**src/rtl/iosc_pkg.sv**
```systemverilog
// Package of constants and types for the internal oscillator select and status block
package iosc_pkg;

    // ************************************************************
    // Register map (byte addresses on the APB)
    // ************************************************************
    localparam int ADDR_W = 12;
    localparam logic [ADDR_W-1:0] ADDR_CTRL_ONE = 12'h000;
    localparam logic [ADDR_W-1:0] ADDR_CTRL_TWO = 12'h004;
    localparam logic [ADDR_W-1:0] ADDR_TUNING = 12'h008;

    // ************************************************************
    // Field positions
    // ************************************************************
    localparam int CO_FREQ_LSB = 4;
    localparam int CO_FREQ_MSB = 6;
    localparam int CT_PLL_RUN = 7;
    localparam int CT_SEC_RUN = 6;
    localparam int CT_MF_SEL = 4;
    localparam int CT_SEC_START = 3;
    localparam int CT_PRIM_DRIVE = 2;
    localparam int CT_MF_STABLE = 1;
    localparam int CT_LF_STABLE = 0;
    localparam int TU_SRC_SEL = 7;
    localparam int TU_TRIM_MSB = 5;
    localparam int TU_TRIM_LSB = 0;

    // ************************************************************
    // Reset values
    // ************************************************************
    localparam logic [2:0] RST_FREQ_SEL = 3'h3;
    localparam logic RST_MF_SEL = 1'b0;
    localparam logic RST_SEC_START = 1'b0;
    localparam logic RST_PRIM_DRIVE = 1'b1;
    localparam logic RST_SRC_SEL = 1'b0;
    localparam logic [5:0] RST_TRIM = 6'h00;

    // ************************************************************
    // Frequency select codes and divider ratios (log2)
    // ************************************************************
    localparam logic [2:0] FREQ_16M = 3'h7;
    localparam logic [2:0] FREQ_8M = 3'h6;
    localparam logic [2:0] FREQ_4M = 3'h5;
    localparam logic [2:0] FREQ_2M = 3'h4;
    localparam logic [2:0] FREQ_1M = 3'h3;
    localparam logic [2:0] FREQ_500K = 3'h2;
    localparam logic [2:0] FREQ_250K = 3'h1;
    localparam logic [2:0] FREQ_31K = 3'h0;
    localparam int DIV_LOG2_MAX = 9;
    localparam logic [3:0] DIV_HF_31K = 4'h9;
    localparam logic [3:0] DIV_MF_31K = 4'h4;
    localparam int STABLE_TICKS = 8;

    // Source of the internal clock
    typedef enum logic [1:0] {
        SRC_HF = 2'b00,
        SRC_MF = 2'b01,
        SRC_LF = 2'b10
    } iosc_src_t;

endpackage

```
**src/rtl/iosc_divider.sv**
```systemverilog
// Tick divider that turns oscillator ticks into internal clock ticks
`timescale 1ns/100ps
module iosc_divider import iosc_pkg::*; #(
    parameter int CNT_W = 9
) (
    // Clock and reset
    input wire logic pclk,
    input wire logic presetn,
    // Control
    input wire logic restart,
    input wire logic tick_in,
    input wire logic [3:0] div_log2,
    // Divided tick
    output logic tick_out
);

    // ************************************************************
    // Parameter check
    // ************************************************************
    if (CNT_W < DIV_LOG2_MAX) begin : g_bad_width
        $error("iosc_divider: counter too narrow for the largest ratio");
    end

    logic [CNT_W-1:0] cnt_q, cnt_d, limit;
    logic tick_d;

    // All ones shifted left then inverted gives ratio minus one
    assign limit = ~({CNT_W{1'b1}} << div_log2);

    // Next count and tick
    always_comb begin
        cnt_d = cnt_q;
        tick_d = 1'b0;
        if (restart) begin
            cnt_d = '0;
        end else if (tick_in) begin
            if (cnt_q == limit) begin
                cnt_d = '0;
                tick_d = 1'b1;
            end else begin
                cnt_d = cnt_q + CNT_W'(1);
            end
        end
    end

    // Registers
    always_ff @(posedge pclk or negedge presetn) begin
        if (!presetn) begin
            cnt_q <= '0;
            tick_out <= 1'b0;
        end else begin
            cnt_q <= cnt_d;
            tick_out <= tick_d;
        end
    end

endmodule // iosc_divider

```
**src/rtl/iosc_stable_det.sv**
```systemverilog
// Stability detector that counts oscillator ticks after enable
`timescale 1ns/100ps
module iosc_stable_det #(
    parameter int TICKS = 8
) (
    // Clock and reset
    input wire logic pclk,
    input wire logic presetn,
    // Oscillator
    input wire logic enable,
    input wire logic tick,
    // Flag
    output logic stable
);

    if (TICKS < 1 || TICKS > 255) begin : g_bad_ticks
        $error("iosc_stable_det: TICKS must be 1 to 255");
    end

    localparam logic [7:0] LAST = 8'(TICKS - 1);
    logic [7:0] cnt_q, cnt_d;
    logic stable_d;

    // Stable once enough ticks were seen; a disable starts over
    always_comb begin
        cnt_d = cnt_q;
        stable_d = stable;
        if (!enable) begin
            cnt_d = 8'h00;
            stable_d = 1'b0;
        end else if (tick && !stable) begin
            if (cnt_q == LAST) begin
                stable_d = 1'b1;
            end else begin
                cnt_d = cnt_q + 8'h01;
            end
        end
    end

    // Registers
    always_ff @(posedge pclk or negedge presetn) begin
        if (!presetn) begin
            cnt_q <= 8'h00;
            stable <= 1'b0;
        end else begin
            cnt_q <= cnt_d;
            stable <= stable_d;
        end
    end

endmodule // iosc_stable_det

```
**src/rtl/iosc_top.sv**
```systemverilog
// Internal oscillator select, tuning and status with an APB register slave
//
// Function
// - PLL run flag follows system clock source
// - Secondary run flag follows system clock source
// - Medium select moves low rates to medium
// - Secondary start enables oscillator, others may hold
// - Secondary start cleared by a write or power-on, kept over other resets
// - Primary drive bit, resets to one
// - Read-only stability flags for medium, low
// - Low oscillator fixed rate, never trimmed
// - Low oscillator feeds clock and timers
// - Divider plus low source into one clock
// - Three-bit select picks one of eight
// - Any reset selects one megahertz
// - 500k and 250k from medium or high
// - 31k from low, medium or high
// - Six-bit trim for high and medium
//
// Decided for this implementation: the register addresses and the APB interface to the registers.
`timescale 1ns/100ps
module iosc_top import iosc_pkg::*; #(
    parameter int MF_STABLE_TICKS = STABLE_TICKS,
    parameter int LF_STABLE_TICKS = STABLE_TICKS
) (
    // Clock and power-on reset
    input wire logic pclk,
    input wire logic presetn,
    // Any other reset, one-cycle pulse
    input wire logic warm_reset,
    // APB slave
    input wire logic [ADDR_W-1:0] paddr,
    input wire logic psel,
    input wire logic penable,
    input wire logic pwrite,
    input wire logic [31:0] pwdata,
    input wire logic [3:0] pstrb,
    output logic [31:0] prdata,
    output logic pready,
    output logic pslverr,
    // System clock source status
    input wire logic sys_clk_from_pll,
    input wire logic sys_clk_from_secondary,
    input wire logic secondary_other_request,
    // Oscillator ticks
    input wire logic hf_tick,
    input wire logic mf_tick,
    input wire logic lf_tick,
    // Oscillator controls
    output logic [5:0] hf_trim,
    output logic [5:0] mf_trim,
    output logic mf_osc_enable,
    output logic secondary_osc_enable,
    output logic primary_drive_enable,
    // Clock outputs
    output logic internal_clock_output,
    output logic [1:0] internal_clock_src,
    output logic lf_timer_tick
);

    // ************************************************************
    // Control registers
    // ************************************************************
    logic [2:0] freq_sel_q, freq_sel_d;
    logic mf_sel_q, mf_sel_d;
    logic prim_drive_q, prim_drive_d;
    logic src_sel_q, src_sel_d;
    logic [5:0] trim_q, trim_d;
    logic sec_start_q, sec_start_d;
    logic pll_run_q, sec_run_q;
    logic mf_stable, lf_stable;
    logic wr_en;

    // A write lands only on the completing edge of the access phase
    assign wr_en = psel && penable && pready && pwrite && pstrb[0];

    // Next control values; reset beats a write in the same cycle
    always_comb begin
        freq_sel_d = freq_sel_q;
        mf_sel_d = mf_sel_q;
        prim_drive_d = prim_drive_q;
        src_sel_d = src_sel_q;
        trim_d = trim_q;
        sec_start_d = sec_start_q;
        if (warm_reset) begin
            freq_sel_d = RST_FREQ_SEL;
            mf_sel_d = RST_MF_SEL;
            prim_drive_d = RST_PRIM_DRIVE;
            src_sel_d = RST_SRC_SEL;
            trim_d = RST_TRIM;
            sec_start_d = sec_start_q;
        end else if (wr_en) begin
            unique case (paddr)
                ADDR_CTRL_ONE: begin
                    freq_sel_d = pwdata[CO_FREQ_MSB:CO_FREQ_LSB];
                end
                ADDR_CTRL_TWO: begin
                    mf_sel_d = pwdata[CT_MF_SEL];
                    sec_start_d = pwdata[CT_SEC_START];
                    prim_drive_d = pwdata[CT_PRIM_DRIVE];
                end
                ADDR_TUNING: begin
                    src_sel_d = pwdata[TU_SRC_SEL];
                    trim_d = pwdata[TU_TRIM_MSB:TU_TRIM_LSB];
                end
                default: begin
                    // Unmapped write changes nothing
                end
            endcase
        end
    end

    // Control flip-flops; the power-on reset is the only one that clears everything
    always_ff @(posedge pclk or negedge presetn) begin
        if (!presetn) begin
            freq_sel_q <= RST_FREQ_SEL;
            mf_sel_q <= RST_MF_SEL;
            prim_drive_q <= RST_PRIM_DRIVE;
            src_sel_q <= RST_SRC_SEL;
            trim_q <= RST_TRIM;
            sec_start_q <= RST_SEC_START;
        end else begin
            freq_sel_q <= freq_sel_d;
            mf_sel_q <= mf_sel_d;
            prim_drive_q <= prim_drive_d;
            src_sel_q <= src_sel_d;
            trim_q <= trim_d;
            sec_start_q <= sec_start_d;
        end
    end

    // ************************************************************
    // Run status
    // ************************************************************
    // Sampled once so software always reads a settled level
    always_ff @(posedge pclk or negedge presetn) begin
        if (!presetn) begin
            pll_run_q <= 1'b0;
            sec_run_q <= 1'b0;
        end else begin
            pll_run_q <= sys_clk_from_pll;
            sec_run_q <= sys_clk_from_secondary;
        end
    end

    // ************************************************************
    // Source and divider selection
    // ************************************************************
    iosc_src_t src_d, src_q;
    logic [3:0] div_d, div_q;
    logic restart_d, restart_q;
    logic src_tick;

    // Map the select code onto a source and a power-of-two ratio
    always_comb begin
        src_d = SRC_HF;
        div_d = 4'h0;
        unique case (freq_sel_q)
            FREQ_16M: div_d = 4'h0;
            FREQ_8M: div_d = 4'h1;
            FREQ_4M: div_d = 4'h2;
            FREQ_2M: div_d = 4'h3;
            FREQ_1M: div_d = 4'h4;
            FREQ_500K: begin
                src_d = mf_sel_q ? SRC_MF : SRC_HF;
                div_d = mf_sel_q ? 4'h0 : 4'h5;
            end
            FREQ_250K: begin
                src_d = mf_sel_q ? SRC_MF : SRC_HF;
                div_d = mf_sel_q ? 4'h1 : 4'h6;
            end
            FREQ_31K: begin
                if (!src_sel_q) begin
                    src_d = SRC_LF;
                    div_d = 4'h0;
                end else if (mf_sel_q) begin
                    src_d = SRC_MF;
                    div_d = DIV_MF_31K;
                end else begin
                    src_d = SRC_HF;
                    div_d = DIV_HF_31K;
                end
            end
        endcase
        // A change of path restarts the divider so no runt count survives
        restart_d = (src_d != src_q) || (div_d != div_q);
    end

    // Selection registers
    always_ff @(posedge pclk or negedge presetn) begin
        if (!presetn) begin
            src_q <= SRC_HF;
            div_q <= 4'h4;
            restart_q <= 1'b0;
        end else begin
            src_q <= src_d;
            div_q <= div_d;
            restart_q <= restart_d;
        end
    end

    // Tick of the selected oscillator
    always_comb begin
        unique case (src_q)
            SRC_HF: src_tick = hf_tick;
            SRC_MF: src_tick = mf_tick;
            SRC_LF: src_tick = lf_tick;
            default: src_tick = 1'b0;
        endcase
    end

    iosc_divider #(
        .CNT_W(DIV_LOG2_MAX)
    ) u_divider (
        .pclk(pclk),
        .presetn(presetn),
        .restart(restart_q),
        .tick_in(src_tick),
        .div_log2(div_q),
        .tick_out(internal_clock_output)
    );

    // ************************************************************
    // Stability detection
    // ************************************************************
    // medium stability flag
    iosc_stable_det #(
        .TICKS(MF_STABLE_TICKS)
    ) u_mf_stable (
        .pclk(pclk),
        .presetn(presetn),
        .enable(mf_osc_enable),
        .tick(mf_tick),
        .stable(mf_stable)
    );

    // low stability flag; the low oscillator never stops
    iosc_stable_det #(
        .TICKS(LF_STABLE_TICKS)
    ) u_lf_stable (
        .pclk(pclk),
        .presetn(presetn),
        .enable(1'b1),
        .tick(lf_tick),
        .stable(lf_stable)
    );

    // ************************************************************
    // Oscillator control outputs
    // ************************************************************
    always_ff @(posedge pclk or negedge presetn) begin
        if (!presetn) begin
            hf_trim <= RST_TRIM;
            mf_trim <= RST_TRIM;
            mf_osc_enable <= 1'b0;
            secondary_osc_enable <= 1'b0;
            primary_drive_enable <= RST_PRIM_DRIVE;
            internal_clock_src <= SRC_HF;
            lf_timer_tick <= 1'b0;
        end else begin
            // trim to high and medium only
            hf_trim <= trim_q;
            mf_trim <= trim_q;
            mf_osc_enable <= (src_d == SRC_MF);
            secondary_osc_enable <= sec_start_q || secondary_other_request;
            primary_drive_enable <= prim_drive_q;
            internal_clock_src <= src_q;
            lf_timer_tick <= lf_tick;
        end
    end
    // the low oscillator gets no trim port at all, so tuning cannot move it

    // ************************************************************
    // APB read and answer
    // ************************************************************
    logic [31:0] rd_d;
    logic hit;
    logic pready_d, pslverr_d;
    logic [31:0] prdata_d;

    // Read mux; unused bits, bit five of ADDR_CTRL_TWO among them, read as zero
    always_comb begin
        rd_d = 32'h0000_0000;
        hit = 1'b1;
        unique case (paddr)
            ADDR_CTRL_ONE: rd_d[CO_FREQ_MSB:CO_FREQ_LSB] = freq_sel_q;
            ADDR_CTRL_TWO: begin
                rd_d[CT_PLL_RUN] = pll_run_q;
                rd_d[CT_SEC_RUN] = sec_run_q;
                rd_d[CT_MF_SEL] = mf_sel_q;
                rd_d[CT_SEC_START] = sec_start_q;
                rd_d[CT_PRIM_DRIVE] = prim_drive_q;
                rd_d[CT_MF_STABLE] = mf_stable;
                rd_d[CT_LF_STABLE] = lf_stable;
            end
            ADDR_TUNING: begin
                rd_d[TU_SRC_SEL] = src_sel_q;
                rd_d[TU_TRIM_MSB:TU_TRIM_LSB] = trim_q;
            end
            default: hit = 1'b0;
        endcase
    end

    // No wait state: answer is prepared in the setup cycle
    always_comb begin
        pready_d = 1'b0;
        pslverr_d = 1'b0;
        prdata_d = prdata;
        if (psel && !penable) begin
            pready_d = 1'b1;
            pslverr_d = !hit;
            prdata_d = pwrite ? 32'h0000_0000 : rd_d;
        end else if (psel && penable && !pready) begin
            // Back-to-back master out of step: answer next edge
            pready_d = 1'b1;
            pslverr_d = !hit;
            prdata_d = pwrite ? 32'h0000_0000 : rd_d;
        end
    end

    // Bus answer registers
    always_ff @(posedge pclk or negedge presetn) begin
        if (!presetn) begin
            pready <= 1'b0;
            pslverr <= 1'b0;
            prdata <= 32'h0000_0000;
        end else begin
            pready <= pready_d;
            pslverr <= pslverr_d;
            prdata <= prdata_d;
        end
    end

    // trim direction is a software decision; the field is plain read/write

endmodule // iosc_top

```
**config.mk**
```make
export PLATFORM = sky130hd
export DESIGN_NAME = iosc_top
export DESIGN_NICKNAME = d
export VERILOG_FILES = /design/src/rtl/iosc_pkg.sv /design/src/rtl/iosc_divider.sv /design/src/rtl/iosc_stable_det.sv /design/src/rtl/iosc_top.sv
export SDC_FILE = /design/constraint.sdc
export NUM_CORES = 1
export LEC_CHECK = 0
export BUFFER_PORTS_ARGS = -buffer_cell sky130_fd_sc_hd__buf_2
export CORE_MARGIN = 2
export CORE_UTILIZATION = 47
export DETAILED_ROUTE_END_ITERATION = 6
export PLACE_DENSITY_LB_ADDON = 0.2
export SYNTH_ARGS = -nofsm -noshare
export SYNTH_HDL_FRONTEND = slang
export SYNTH_HIERARCHICAL = 1
export SYNTH_SLANG_ARGS = --single-unit
export TNS_END_PERCENT = 5
```
**constraint.sdc**
```tcl
create_clock -name pclk -period 2.28 [get_ports pclk]
set_clock_uncertainty 0.2 [all_clocks]
set_input_delay 0.456 -clock pclk [delete_from_list [all_inputs] [get_ports pclk]]
set_output_delay 0.456 -clock pclk [all_outputs]
set_load 0.05 [all_outputs]
```
==> key figures <==
Place
  – Dpl cell area: between 4000 and 5000 um^2
  – RePlAce Congestion: between 0.8 and 0.9
  – Buffers on Ports: between 60 and 70
  – Post-detail-place hpwl: 5490 um

Floorplan
  – # IOs: between 100 and 150
  – Die area: 8830 um^2
  – Starting Density: 0.490
  – Die height: about 94 um
  – Die Wd: about 94 um
  – Row count: 32
  – Core ar.: approximately 8000 um^2

Synth
  – Synth Area in Simple Gates: 0.226
  – Post-Synth Adder-Cell Area: 0.0164
  – Post-Syn Instances: 370
  – Average size of a mapped cell: approximately 10 um^2
  – Top_reg_cell synth: dfrtp_1
  – Largest family of logic cells by synthesized area: simple AND/OR/NAND/NOR gates
  – Synthesized cell area: 3800 um^2
  – Post-synthesis compound-gate area fraction: 0.0967
  – Post-synth cell types: 61
  – Post-synthesis register bit count: about 70
  – Xor/xnor cell area share of the yosys netlist: 0.0457
  – Mux contribution to synthesized area: 0.0507
  – Warnings, synthesis: 6
  – Sequential fraction of the synthesis area: 0.475
  – Area leader, netlist: dfrtp_1
  – Asr flop ratio synth: 1.00
  – Area contributors post-synth: dfrtp_1, buf_4, mux2i_1
  – Top cell type's share of synthesized area: 0.441
  – Post-synth EDFFs: 0

Final layout
  – Ratio of cells with drive above 1 in the final layout: 0.264
  – Commonest non-fill, non-tap cell in the layout: dfrtp_1
  – Nets: around 500
  – Commonest non-fill, non-tap cells in the layout: dfrtp_1, buf_2, nand2_1, conb_1, o21ai_0
  – Footprint of the multi-input gates: around 1800 um^2
  – Area Overhead vs Synth: 16.9%
  – Design area: about 4400 um^2
  – Fill count: 665
  – Reg area: 1810 um^2
  – Antenna cells: 0

Route
  – WL/cell: ~14 um
  – WL met2: 3770 um
  – Antenna viol nets, final: 0
  – Met1 Wirelength: between 3000 and 4000 um
  – DR vias: about 2900
  – Vias per cell: between 5 and 6
  – Detailed Route WL: approximately 7600 um
  – Iter 0 DRT Violations: about 140
  – DRC viols: 0
  – Max Used Layer: met4
  – DR WL met3: 358 um
  – Drt first pass iters: 4

Timing
  – Slew headroom: 0.659
  – Final Critical Period: ~2.1 ns
  – Achievable Freq: around 470 MHz
  – Final hold vios: 0
  – RSZ-0062 raised after global routing: false
  – Worst Tran Pin Value: 0.507 ns
  – Setup TNS: 0 ns
  – Period utilization: 0.933
  – Final setup fails: 0
  – Slew Viols, Final: 0

Flow run
  – MaxCap Viol Count: 0

Setup path
  – Crit path cell chain: or4b_1 -> o21ai_0 -> a31oi_1 -> nor4_2 -> or2b_4 -> o311ai_1
  – Worst Path Required: 2.29 ns
  – Worst path top cell family by delay: simple AND/OR/NAND/NOR gates
  – Max stage delay on crit path: between 0.4 and 0.5 ns
  – Reg2Reg Depth: 6
  – Critical path buffers and inverters: 0
  – Critical path data arrival time: about 2.1 ns
  – Slowest cell on crit path: or4b_1
  – FF-to-FF End: u_divider/cnt_q[4]$_DFFE_PN0P_
  – Startpoint types: flip-flop
  – Reg2reg setup slack: around 0.15 ns
  – CP max FO: 13
  – Worst r2r src: div_q[2]$_DFF_PN1_
  – Crit. End Element: flip-flop
  – WS Path Type: flip-flop to flip-flop

Run status
  – Status: finished, final reports clean

Min path
  – Hold Startpoint: secondary_other_request
  – Hold Crit Class: input pin to flip-flop
  – WHS Endpoint: secondary_osc_enable$_DFF_PN0_
  – Hold Path Depth: 2

Clock tree
  – Htree depth: 3
  – TritonCTS clock tree: done
  – Post-CTS Setup Repair Bufs: 0
  – Clk sinks: slightly above 70
  – TritonCTS Buffers: 9
  – Worst-path clk slew: ~0.080 ns
  – Skew-Pair Late Insertion Delay: 0.35 ns
  – Max Buffers Root-to-Sink: 2
  – Root buf cell: clkbuf_8

GRT
  – Gr usage total: 0.187
  – Pin count of the biggest net entering global routing: 31
  – Antenna violations before repair: 0
  – Total gr overflow: 0
  – Global-route wire length before repair: 12900 um
  – Vias in the first global route: roughly 2800

Pwr
  – Maximum vdd drop: around 0.32 mV
  – Power Density: slightly above 700 nW/um^2
  – Pleak: 0.00213 uW
-- layout make-up --
class	count	share of cell area
flip-flops and latches	72	0.407
multi-input cells	273	0.399
repair buffers	77	0.103
clock buffers	11	0.0296
clock inverters	5	0.0290
well taps	102	0.0287
inverters	5	0.00422
-- cell usage after synthesis, types with 3 or more instances --
library cell and instances:
a31oi_1 5, nand4_1 7, nor2b_1 8, nor4_1 4, ha_1 5, nor2_1 20, nand2_1 38, nor3_1 10
buf_4 31, nor4_2 3, clkbuf_1 3, or3_1 5, dfrtp_1 67, nand3_1 8, mux2i_1 17, and3_1 5
buf_2 7, xor2_1 8, a22oi_1 6, inv_1 5, a21oi_1 7, dfstp_2 5, and2_1 11, xnor2_1 10
o21ai_0 21, nand2b_1 5
-- where the power goes --
part	internal [uW]	switching [uW]
Clock	841	479
Sequential	1330	90.0
Combinational	160	272
-- cell families after synthesis --
group | Yosys count
AOI/OAI and AO/OA | 56
xor gates and xnor gates | 19
adders and majority gates | 5
buffers and inverters | 50
DFF | 72
muxes | 19
other | 2
and+or+nand+nor | 147
-- what timing repair did --
item                       4_1_cts  5_1_grt
hold buffers                     1        2
resized for setup                0        3
setup endpoints to repair        0        4
hold endpoints to repair        16        2
-- through the flow --
stage	cells	utilization	setup slack, ns	hold slack (ns)	power (uW)
2_1_floorplan	395	-	0.115	-0.0396	1750
3_3_place_gp	526	0.533	0.126	0.172	1850
3_5_place_dp	526	0.533	0.0768	0.167	1870
4_1_cts	543	0.568	0.112	0.00193	3190
5_1_grt	545	0.572	0.0137	0.0752	3330
6_report	545	0.572	0.153	0.0901	3170
-- flip-flops by register name, summed over array words and instances, names as in the netlist, 2 cells and up --
register	cells
src_q	2
mf_trim	6
trim_q	6
freq_sel_q	3
internal_clock_src	2
u_lf_stable/cnt_q	8
u_mf_stable/cnt_q	8
div_q	4
u_divider/cnt_q	9
prdata	8
-- worst max-delay path by stage --
stage	to	startpoint	depth (start not counted)	slack, ns
after floorplan	u_divider/cnt_q[4]$_DFFE_PN0P_	div_q[1]$_DFF_PN0_	7	0.12
after global placement	trim_q[3]$_DFFE_PN0P_	paddr[7]	7	0.13
after detailed placement	trim_q[1]$_DFFE_PN0P_	paddr[7]	7	0.08
after CTS	u_divider/cnt_q[4]$_DFFE_PN0P_	div_q[3]$_DFF_PN0_	7	0.11
after global routing	u_divider/cnt_q[4]$_DFFE_PN0P_	div_q[1]$_DFF_PN0_	7	0.01
final	u_divider/cnt_q[4]$_DFFE_PN0P_	div_q[2]$_DFF_PN1_	6	0.15
-- layer usage --
metal,up-vias,global-route usage
met5,-,0
met4,0,0.0664
met3,8,0.0554
met2,71,0.310
met1,1391,0.232
li1,1380,-
Note: power is estimated with default switching activity, not from simulation.
